===== src/hw/exec_subset_pkg.sv =====
/*
 Shared constants and types for the instruction execution subset:
 widths, reset values, opcode and state encodings.
 Assumes nothing of its surroundings; used by every design file.
*/
package exec_subset_pkg;
   localparam int DATA_W = 8;
   localparam int PC_W = 15;
   localparam int PC_LOW_W = 8;
   localparam int LATCH_W = 7;
   localparam int ADDR_W = 7;
   localparam int FILE_DEPTH = 128;
   localparam int STACK_DEPTH = 16;
   localparam int PRESCALE_W = 8;
   localparam logic [DATA_W-1:0] DATA_ZERO = 8'h00;
   localparam logic [DATA_W-1:0] DATA_ONE = 8'h01;
   localparam logic [PC_W-1:0] PC_RESET = 15'h0000;
   localparam logic [PC_W-1:0] PC_STEP = 15'h0001;
   localparam logic [PRESCALE_W-1:0] PRESCALE_ZERO = 8'h00;
   localparam logic [PRESCALE_W-1:0] PRESCALE_ONE = 8'h01;
   localparam logic [ADDR_W-1:0] ADDR_ZERO = 7'h00;
   localparam logic FLAG_IDLE_VALUE = 1'b1;

   // Opcodes presented by the fetch side
   typedef enum logic [3:0] {
      OP_NO_OPERATION = 4'h0,
      OP_KICK_WATCHDOG = 4'h1,
      OP_INDIRECT_CALL = 4'h2,
      OP_INVERT_FILE = 4'h3,
      OP_ZERO_FILE = 4'h4,
      OP_MINUS_ONE_FILE = 4'h5,
      OP_ZERO_ACCUMULATOR = 4'h6,
      OP_MINUS_ONE_SKIP = 4'h7,
      OP_PLUS_ONE_SKIP = 4'h8
   } op_type;

   // Gray coded along fetch, execute, second cycle
   typedef enum logic [1:0] {
      ST_FETCH = 2'b00,
      ST_EXECUTE = 2'b01,
      ST_SECOND = 2'b11
   } state_type;
endpackage


===== src/hw/exec_links_if.sv =====
/*
 Interfaces joining the execution core to its file register memory
 and to its return stack.
 Assumes a single clock shared by all three modules.
*/
`timescale 1ns/1ps
interface file_mem_if;
   logic rd_en;
   logic [exec_subset_pkg::ADDR_W-1:0] rd_addr;
   logic [exec_subset_pkg::DATA_W-1:0] rd_data;
   logic wr_en;
   logic [exec_subset_pkg::ADDR_W-1:0] wr_addr;
   logic [exec_subset_pkg::DATA_W-1:0] wr_data;
   modport core (output rd_en, rd_addr, wr_en, wr_addr, wr_data, input rd_data);
   modport mem (input rd_en, rd_addr, wr_en, wr_addr, wr_data, output rd_data);
endinterface

interface ret_stack_if;
   logic push;
   logic [exec_subset_pkg::PC_W-1:0] push_addr;
   logic [exec_subset_pkg::PC_W-1:0] top;
   modport core (output push, push_addr, input top);
   modport stack (input push, push_addr, output top);
endinterface


===== src/hw/cpu_instr_exec.sv =====
/*
 Execution core for a subset of an 8-bit controller's instructions:
 watchdog kick, call through the accumulator, file complement, clear,
 decrement, accumulator clear, and increment/decrement with skip.
 Assumes the fetch side offers one instruction at a time with
 i_instr_valid and holds it until o_instr_ready; all inputs are
 synchronous to i_clk.
 The high latch value arrives as a port and is captured when the
 instruction is taken, so later changes on it do not disturb a call.
 i_sleep_enter may be a level or a pulse; each cycle it is high the
 sleep flag drops, unless a watchdog kick completes in that cycle.
 Only push is used on the return stack; return is outside this subset.
 File register banking is outside this block: addresses are direct.
*/
`timescale 1ns/1ps
//
// Contract
// - Watchdog kick zeroes the watchdog counter.
// - Watchdog kick also zeroes the prescaler feeding that counter.
// - Watchdog kick sets expiry and sleep flags to one, nothing else.
// - Indirect call pushes current address plus one as new stack top.
// - Then accumulator loads PC low byte, high latch loads PC bits 14:8.
// - Indirect call takes two instruction cycles and keeps every flag.
// - Destination bit zero writes accumulator, one writes the file register.
// - Invert writes complement of the file register and updates null flag.
// - Zero file clears the addressed register and sets null flag.
// - Minus one writes file register less one and updates null flag.
// - Zero accumulator clears accumulator and sets null flag.
// - Decrement with skip touches no flag; zero result makes next a no-op.
// - Increment with skip touches no flag; zero result discards next one.
module cpu_instr_exec #(
   parameter int PRESCALE_W = exec_subset_pkg::PRESCALE_W,
   parameter int STACK_DEPTH = exec_subset_pkg::STACK_DEPTH
) (
   input wire logic i_clk,
   input wire logic i_rst_n,
   input wire logic i_instr_valid,
   input wire exec_subset_pkg::op_type i_opcode,
   input wire logic [exec_subset_pkg::ADDR_W-1:0] i_file_addr,
   input wire logic i_dest_sel,
   input wire logic [exec_subset_pkg::LATCH_W-1:0] i_pc_high_latch,
   input wire logic i_sleep_enter,
   output logic o_instr_ready,
   output logic [exec_subset_pkg::PC_W-1:0] o_pc,
   output logic [exec_subset_pkg::DATA_W-1:0] o_accumulator,
   output logic o_result_null_flag,
   output logic o_watchdog_expiry_flag,
   output logic o_sleep_entered_flag,
   output logic [exec_subset_pkg::DATA_W-1:0] o_watchdog_counter,
   output logic [exec_subset_pkg::PC_W-1:0] o_stack_top,
   output logic o_skip_pending
);
   // Whole core state in one record
   // op, addr, dest and latch hold the instruction taken at fetch
   // pc counts handshake slots, including discarded ones
   // skip marks that the next taken instruction runs as a no-operation
   // expiry and sleep flags are high while nothing has happened
   // prescale and wdt form the free-running watchdog time base
   typedef struct packed {
      exec_subset_pkg::state_type state;
      exec_subset_pkg::op_type op;
      logic [exec_subset_pkg::ADDR_W-1:0] addr;
      logic dest;
      logic [exec_subset_pkg::LATCH_W-1:0] latch;
      logic [exec_subset_pkg::PC_W-1:0] pc;
      logic [exec_subset_pkg::DATA_W-1:0] acc;
      logic null_flag;
      logic expiry_flag;
      logic sleep_flag;
      logic skip;
      logic [PRESCALE_W-1:0] prescale;
      logic [exec_subset_pkg::DATA_W-1:0] wdt;
   } core_state_type;

   core_state_type state_reg;
   core_state_type state_next;
   logic [exec_subset_pkg::DATA_W-1:0] result;
   logic result_valid;
   logic prescale_wrap;
   logic wdt_wrap;

   file_mem_if mem_bus ();
   ret_stack_if stack_bus ();

   if (PRESCALE_W < 1 || PRESCALE_W > 16) begin : g_prescale_check
      $error("cpu_instr_exec prescaler width must be 1 to 16");
   end

   file_reg_mem #(
      .DEPTH(exec_subset_pkg::FILE_DEPTH)
   ) u_file_mem (
      .i_clk(i_clk),
      .i_rst_n(i_rst_n),
      .bus(mem_bus)
   );

   return_stack #(
      .DEPTH(STACK_DEPTH)
   ) u_stack (
      .i_clk(i_clk),
      .i_rst_n(i_rst_n),
      .bus(stack_bus)
   );

   // Result of the file operations, from the registered read data
   // The read is issued at fetch, so the data stands in execute only
   // Ops without a file result flag result_valid low so that the result
   // is not written; zero file and zero accumulator clear their target directly
   always_comb begin
      result = mem_bus.rd_data;
      result_valid = 1'b1;
      case (state_reg.op)
         exec_subset_pkg::OP_INVERT_FILE: begin
            result = ~mem_bus.rd_data;
         end
         exec_subset_pkg::OP_MINUS_ONE_FILE,
         exec_subset_pkg::OP_MINUS_ONE_SKIP: begin
            result = mem_bus.rd_data - exec_subset_pkg::DATA_ONE;
         end
         exec_subset_pkg::OP_PLUS_ONE_SKIP: begin
            result = mem_bus.rd_data + exec_subset_pkg::DATA_ONE;
         end
         default: begin
            result_valid = 1'b0;
         end
      endcase
   end

   // Free-running watchdog time base; expiry drops the flag to zero
   // The counter steps once per full prescaler period
   // Expiry is the cycle where both prescaler and counter are all ones
   // Limitation: the counter wraps and keeps running after an expiry,
   // only the flag remembers it until the next kick
   always_comb begin
      prescale_wrap = &state_reg.prescale;
      wdt_wrap = prescale_wrap && (&state_reg.wdt);
   end

   // Next state of the whole core
   // Time base and event flags update first, every cycle
   // The instruction sequencer then overrides what it owns
   // A normal op takes fetch plus execute; a call adds a second cycle
   // A discarded instruction is taken and retired in its fetch slot,
   // so it takes one clock where a run instruction takes two, and a call three
   always_comb begin
      state_next = state_reg;
      state_next.prescale = state_reg.prescale + PRESCALE_W'(1);
      if (prescale_wrap) begin
         state_next.wdt = state_reg.wdt + exec_subset_pkg::DATA_ONE;
      end
      if (wdt_wrap) begin
         state_next.expiry_flag = 1'b0;
      end
      if (i_sleep_enter) begin
         state_next.sleep_flag = 1'b0;
      end
      case (state_reg.state)
         exec_subset_pkg::ST_FETCH: begin
            // Capture operands only for an instruction that will run
            // A discarded one only clears skip and advances the program counter
            if (i_instr_valid && state_reg.skip) begin
               // Discarded instruction runs as a no-operation
               state_next.skip = 1'b0;
               state_next.pc = state_reg.pc + exec_subset_pkg::PC_STEP;
            end else if (i_instr_valid) begin
               state_next.op = i_opcode;
               state_next.addr = i_file_addr;
               state_next.dest = i_dest_sel;
               state_next.latch = i_pc_high_latch;
               state_next.state = exec_subset_pkg::ST_EXECUTE;
            end
         end
         exec_subset_pkg::ST_EXECUTE: begin
            // Default is to retire and step to the next address
            // The call below replaces the step with its target
            state_next.state = exec_subset_pkg::ST_FETCH;
            state_next.pc = state_reg.pc + exec_subset_pkg::PC_STEP;
            case (state_reg.op)
               exec_subset_pkg::OP_KICK_WATCHDOG: begin
                  state_next.wdt = exec_subset_pkg::DATA_ZERO;
                  state_next.prescale = PRESCALE_W'(exec_subset_pkg::PRESCALE_ZERO);
                  // Kick wins over a same-cycle expiry or sleep event
                  state_next.expiry_flag = 1'b1;
                  state_next.sleep_flag = 1'b1;
               end
               exec_subset_pkg::OP_INDIRECT_CALL: begin
                  // Push handled below; flags are left alone
                  state_next.pc = {state_reg.latch, state_reg.acc};
                  state_next.state = exec_subset_pkg::ST_SECOND;
               end
               exec_subset_pkg::OP_INVERT_FILE,
               exec_subset_pkg::OP_MINUS_ONE_FILE: begin
                  state_next.null_flag = (result == exec_subset_pkg::DATA_ZERO);
               end
               exec_subset_pkg::OP_ZERO_FILE: begin
                  state_next.null_flag = 1'b1;
               end
               exec_subset_pkg::OP_ZERO_ACCUMULATOR: begin
                  state_next.acc = exec_subset_pkg::DATA_ZERO;
                  state_next.null_flag = 1'b1;
               end
               exec_subset_pkg::OP_MINUS_ONE_SKIP,
               exec_subset_pkg::OP_PLUS_ONE_SKIP: begin
                  state_next.skip = (result == exec_subset_pkg::DATA_ZERO);
               end
               default: begin
               end
            endcase
            if (result_valid && !state_reg.dest) begin
               state_next.acc = result;
            end
         end
         exec_subset_pkg::ST_SECOND: begin
            state_next.state = exec_subset_pkg::ST_FETCH;
         end
         default: begin
            state_next.state = exec_subset_pkg::ST_FETCH;
         end
      endcase
   end

   // Register the whole state; reset values are all constants
   // Status flags are high while nothing has happened, so they
   // come out of reset at their idle level
   always_ff @(posedge i_clk or negedge i_rst_n) begin
      if (!i_rst_n) begin
         state_reg <= '0;
         state_reg.state <= exec_subset_pkg::ST_FETCH;
         state_reg.op <= exec_subset_pkg::OP_NO_OPERATION;
         state_reg.pc <= exec_subset_pkg::PC_RESET;
         state_reg.expiry_flag <= exec_subset_pkg::FLAG_IDLE_VALUE;
         state_reg.sleep_flag <= exec_subset_pkg::FLAG_IDLE_VALUE;
      end else begin
         state_reg <= state_next;
      end
   end

   // Read is issued at fetch so data is registered by the execute cycle
   // The write of one op lands at its execute edge, before the next
   // op can be fetched, so a read never sees stale data
   // Zero file ignores the destination bit and always writes the file
   always_comb begin
      mem_bus.rd_en = (state_reg.state == exec_subset_pkg::ST_FETCH) && i_instr_valid;
      mem_bus.rd_addr = i_file_addr;
      mem_bus.wr_en = 1'b0;
      mem_bus.wr_addr = state_reg.addr;
      mem_bus.wr_data = result;
      if (state_reg.state == exec_subset_pkg::ST_EXECUTE) begin
         if (state_reg.op == exec_subset_pkg::OP_ZERO_FILE) begin
            mem_bus.wr_en = 1'b1;
            mem_bus.wr_data = exec_subset_pkg::DATA_ZERO;
         end else if (result_valid && state_reg.dest) begin
            mem_bus.wr_en = 1'b1;
         end
      end
   end

   // Return address is the call's own address plus one
   // Pushed at the execute edge, together with the jump
   always_comb begin
      stack_bus.push = (state_reg.state == exec_subset_pkg::ST_EXECUTE)
         && (state_reg.op == exec_subset_pkg::OP_INDIRECT_CALL);
      stack_bus.push_addr = state_reg.pc + exec_subset_pkg::PC_STEP;
   end

   // Outputs
   // Ready is a handshake output and may be combinational
   // All data outputs come straight from state registers
   assign o_instr_ready = (state_reg.state == exec_subset_pkg::ST_FETCH);
   assign o_pc = state_reg.pc;
   assign o_accumulator = state_reg.acc;
   assign o_result_null_flag = state_reg.null_flag;
   assign o_watchdog_expiry_flag = state_reg.expiry_flag;
   assign o_sleep_entered_flag = state_reg.sleep_flag;
   assign o_watchdog_counter = state_reg.wdt;
   assign o_stack_top = stack_bus.top;
   assign o_skip_pending = state_reg.skip;
endmodule


===== src/hw/file_reg_mem.sv =====
/*
 File register memory: one read port with registered data, one write port.
 Assumes read and write requests are synchronous to i_clk.
*/
`timescale 1ns/1ps
module file_reg_mem #(
   parameter int DEPTH = exec_subset_pkg::FILE_DEPTH
) (
   input wire logic i_clk,
   input wire logic i_rst_n,
   file_mem_if.mem bus
);
   typedef struct packed {
      logic [DEPTH-1:0][exec_subset_pkg::DATA_W-1:0] cells;
      logic [exec_subset_pkg::DATA_W-1:0] rd_data;
   } mem_state_type;

   mem_state_type state_reg;
   mem_state_type state_next;

   if (DEPTH < 1 || DEPTH > (1 << exec_subset_pkg::ADDR_W)) begin : g_depth_check
      $error("file_reg_mem depth does not fit the address width");
   end

   // Read sees the old contents when reading and writing the same cell
   always_comb begin
      state_next = state_reg;
      if (bus.wr_en) begin
         state_next.cells[bus.wr_addr] = bus.wr_data;
      end
      if (bus.rd_en) begin
         state_next.rd_data = state_reg.cells[bus.rd_addr];
      end
   end

   always_ff @(posedge i_clk or negedge i_rst_n) begin
      if (!i_rst_n) begin
         state_reg <= '0;
      end else begin
         state_reg <= state_next;
      end
   end

   assign bus.rd_data = state_reg.rd_data;
endmodule


===== src/hw/return_stack.sv =====
/*
 Circular return address stack; only push is used by this subset.
 Assumes push requests are synchronous to i_clk; overflow wraps silently.
*/
`timescale 1ns/1ps
module return_stack #(
   parameter int DEPTH = exec_subset_pkg::STACK_DEPTH
) (
   input wire logic i_clk,
   input wire logic i_rst_n,
   ret_stack_if.stack bus
);
   localparam int PTR_W = (DEPTH > 1) ? $clog2(DEPTH) : 1;

   typedef struct packed {
      logic [DEPTH-1:0][exec_subset_pkg::PC_W-1:0] slots;
      logic [PTR_W-1:0] ptr;
      logic [exec_subset_pkg::PC_W-1:0] top;
   } stack_state_type;

   stack_state_type state_reg;
   stack_state_type state_next;

   if (DEPTH < 2 || (DEPTH & (DEPTH - 1)) != 0) begin : g_depth_check
      $error("return_stack depth must be a power of two of at least 2");
   end

   // Pointer wraps, so a deep call chain overwrites the oldest entry
   always_comb begin
      state_next = state_reg;
      if (bus.push) begin
         state_next.ptr = state_reg.ptr + PTR_W'(1);
         state_next.slots[state_next.ptr] = bus.push_addr;
         state_next.top = bus.push_addr;
      end
   end

   always_ff @(posedge i_clk or negedge i_rst_n) begin
      if (!i_rst_n) begin
         state_reg <= '0;
      end else begin
         state_reg <= state_next;
      end
   end

   assign bus.top = state_reg.top;
endmodule


===== config.mk =====
export PLATFORM = sky130hd
export DESIGN_NAME = cpu_instr_exec
export DESIGN_NICKNAME = d
export VERILOG_FILES = /design/src/hw/exec_subset_pkg.sv /design/src/hw/exec_links_if.sv /design/src/hw/cpu_instr_exec.sv /design/src/hw/file_reg_mem.sv /design/src/hw/return_stack.sv
export SDC_FILE = /design/constraint.sdc
export NUM_CORES = 2
export LEC_CHECK = 0
export BUFFER_PORTS_ARGS = -buffer_cell sky130_fd_sc_hd__buf_4
export CELL_PAD_IN_SITES_DETAIL_PLACEMENT = 1
export CELL_PAD_IN_SITES_GLOBAL_PLACEMENT = 2
export CORE_MARGIN = 3
export CORE_UTILIZATION = 43
export DETAILED_ROUTE_END_ITERATION = 12
export GPL_TIMING_DRIVEN = 0
export HOLD_SLACK_MARGIN = 0.03
export PLACE_DENSITY_LB_ADDON = 0.1
export SYNTH_ARGS = -nofsm -noshare
export SYNTH_HDL_FRONTEND = slang
export SYNTH_SLANG_ARGS = --single-unit

===== constraint.sdc =====
create_clock -name i_clk -period 3.5 [get_ports i_clk]
set_clock_uncertainty 0.2 [all_clocks]
set_input_delay 0 -clock i_clk [delete_from_list [all_inputs] [get_ports i_clk]]
set_output_delay 0 -clock i_clk [all_outputs]
set_load 0.005 [all_outputs]

==> metrics.md <==
| Metric | Value |
|---|---|
| Crit start category | `primary input` |
| Gpl congestion | `0.915` |
| Yosys warns | `0` |
| Finished Layout Cells | `5523` |
| IO Port Bufs | `69` |
| Starting Density | `43.6%` |
| Synth top area share | `52.6%` |
| Status | `finished with violations` |
| Root Driver | `clkbuf_16` |
| Hold Vio Cnt, Final | `0` |
| Met3 routed WL | `6.85 mm` |
| Layout area overhead | `16.6%` |
| Top layer in use | `met4` |
| Internal | `26.9 mW` |
| Largest net degree at the start of global routing | `174` |
| Post-place setup slack | `-1.65 ns` |
| Drt first pass iters | `6` |
| PwrDens | `682 nW/um^2` |
| Max Transition Viols Final | `0` |
| Vias per cell | `5.95` |
| Commonest cells post-synth | `dfrtp_1, mux2_2, mux4_2` |
| Mapped Avg Cell Area | `14.9 sq um` |
| Number of synthesized flops with an enable pin | `0` |
| Detail Route Antenna Nets | `0` |
| Max IR drop VDD | `0.510 mV` |
| Fmax | `256 MHz` |
| Post-layout nets | `3842` |
| Die Y | `356 um` |
| Req. time, crit path | `3.95 ns` |
| Full die area | `127000 sq um` |
| Max-Cap Viols | `0` |
| Failing checks | `negative setup slack` |
| Clk pwr share | `30.2%` |
| Chip width | `356 um` |
| Fin crit share | `112%` |
| Crit end category | `register` |
| Cell count after synthesis | `3540` |
| Worst Setup Slack, final | `-0.405 ns` |
| Syn Std Cell Area | `52800 sq um` |
| M1 WL | `77.6 mm` |
| DR vias | `32800` |
| Setup-failing EPs final | `777` |
| Clk buf depth | `3` |
| Post-route minimum period | `3.90 ns` |
| Sw Pwr | `15.0 mW` |
| Part of the power in combinational logic | `34.2%` |
| Initial antenna violation count | `6` |
| Vias in the first global route | `36000` |
| Area contributors post-synth | `dfrtp_1, mux2_2, mux4_2` |
| Synth cell types | `76` |
| Placed Cells | `5228` |
| Cell with the most instances after synthesis | `dfrtp_1` |
| Sink Count | `1111` |
| Share of cells above drive strength 1 | `49.1%` |
| Setup TNS | `-129.61 ns` |
| Gr usage total | `27.9%` |
| Inserted Clock Buffers | `120` |
| Hold WC Path Type | `primary input to asynchronous set/reset pin` |
| H-tree depth | `3` |
| WP data arrival | `4.35 ns` |
| Synth async-reset ratio | `100%` |
| Switching Fraction | `35.8%` |
| Top FF cell, synth | `dfrtp_1` |
| Fin util | `50.9%` |
| Fill count | `11600` |
| DP HPWL | `125 mm` |
| DRT Wirelength | `177 mm` |
| Leakage | `29.4 nW` |
| Ports | `74` |
| Residual DRC | `0` |
| Initial DRC Count | `2444` |
| Row cnt | `127` |
| Max FFs per register | `1024` |
| Worst Tran Pin Value | `1.34 ns` |
| Sequential fraction of design power | `35.6%` |
| Met2 wire length | `85.3 mm` |
| Mapped Nets | `3573` |
| Clock-pin slew on the worst setup and hold paths | `0.06 ns` |
| Sequential-to-total area share from yosys stat | `52.7%` |
| Synth Register Bits | `1111` |
| Max FO, Critical Path | `10` |
| Overflow after GRT | `0` |
| Setup CP Type | `primary input to register` |
| First-pass GRT wire length | `258 mm` |
| Worst rel slew slack | `10.6%` |
| Core area | `121000 sq um` |
| RSZ-0062 raised after global routing | `true` |
| WL per Instance | `32.0 um` |
| Yosys top cell by area | `dfrtp_1` |
| Skew-Pair Late Insertion Delay | `0.75 ns` |
| CTS tree | `done` |
==> metrics by stage <==
step	cell area (sq um)	hold slack, ns	power (mW)
after detailed placement	55500	-0.315	25.9
after global placement	55300	0.0332	25.3
after CTS	61000	0.154	41.4
after floorplan	52800	-0.496	20.4
after global routing	61500	0.179	43.6
final	61500	0.198	42.0
==> critical path, cell delays in order <==
cell,delay (ns)
clkbuf_1,0.57
buf_2,0.58
clkbuf_1,0.78
clkbuf_1,0.80
mux2i_1,0.52
a221oi_1,0.70
and3_1,0.36
==> worst paths after layout <==
check / start / to / slack, ns / cells after the start
setup reg to reg: state_reg[60] / u_file_mem.state_reg[591] / -0.37 / 13
min in group i_clk: i_instr_valid / state_reg[62] / 0.23 / 4
max in group asynchronous: i_rst_n / u_file_mem.state_reg[548] / 0.34 / 7
setup / recovery: i_file_addr[2] / u_file_mem.bus.rd_data[3] / -0.40 / 7
hold / removal: i_rst_n / u_stack.bus.top[13] / 0.20 / 4
hold reg to reg: state_reg[8] / state_reg[8] / 0.27 / 1
==> placed cells by master (no fill, tap or decap), types with 16 or more instances in the layout <==
cell / netlist / final
mux2_4: 82 / 144
o21ai_0: 58 / 54
mux2i_1: 68 / 67
clkbuf_4: 0 / 16
clkbuf_8: 0 / 46
a21oi_1: 34 / 32
dfrtp_1: 1109 / 1109
nand3_1: 23 / 23
clkbuf_1: 161 / 118
nor2b_1: 29 / 25
a22oi_1: 27 / 27
dlygate4sd3_1: 0 / 31
nor2_1: 81 / 81
mux2_1: 40 / 40
mux4_2: 256 / 256
o211ai_1: 18 / 18
nor2_4: 30 / 33
nand2_2: 20 / 26
clkbuf_16: 0 / 147
clkbuf_2: 1 / 31
nor2_2: 29 / 26
and3_1: 16 / 16
nand2_1: 136 / 130
buf_2: 49 / 46
o22ai_1: 35 / 35
buf_4: 40 / 133
mux2_2: 952 / 890
==> metal layers <==
metal / vias up / track usage (%)
li1: 13600 / -
met1: 18100 / 38.2
met2: 801 / 45.8
met3: 291 / 3.78
met4: 0 / 9.81
met5: - / 0
==> cell type report <==
class                   instances  area, sq um  share of cell area [%]
flip-flops and latches       1111        27800                    45.2
clock buffers                 198         3710                    6.03
well taps                    1612         2020                    3.28
plain buffers                 275         1940                    3.15
repair buffers                148         1650                    2.69
clock inverters                21          209                   0.340
multi-input cells            2139        24100                    39.2
diodes                          5         12.5                  0.0203
inverters                      14         53.8                  0.0875
==> kinds of logic (layout without fill, tap and decap cells) <==
family | count (synthesis) | count (layout) | synth area share, %
multiplexers | 1398 | 1398 | 35.7
AND/OR/NAND/NOR | 460 | 460 | 5.25
XOR/XNOR | 27 | 27 | 0.448
other | 0 | 5 | 0
adder cells (fa/ha/maj) | 10 | 10 | 0.251
AO/OA/AOI/OAI | 244 | 244 | 3.04
buffers and inverters | 290 | 656 | 2.59
flip-flops | 1111 | 1111 | 52.7
==> what timing repair did <==
item                                    4_1_cts  5_1_grt
hold buffers                                 32        0
pin swaps                                    11       16
setup buffers                                 9       14
resized for setup                           237      119
endpoints found under the setup margin      982     1023
gates cloned                                 13        2
hold endpoints to repair                    388        0
==> power by group through the flow <==
| stage | combinational (mW) | clock, mW | sequential [mW] |
|---|---|---|---|
| after global placement | 10.3 | 0 | 15.0 |
| after detailed placement | 10.7 | 0 | 15.1 |
| after global routing | 15.0 | 13.5 | 15.1 |
| after CTS | 13.5 | 12.9 | 14.9 |
| final | 14.3 | 12.7 | 15.0 |
| after floorplan | 5.58 | 0 | 14.8 |
No activity file was read; power rests on OpenSTA's default activity.
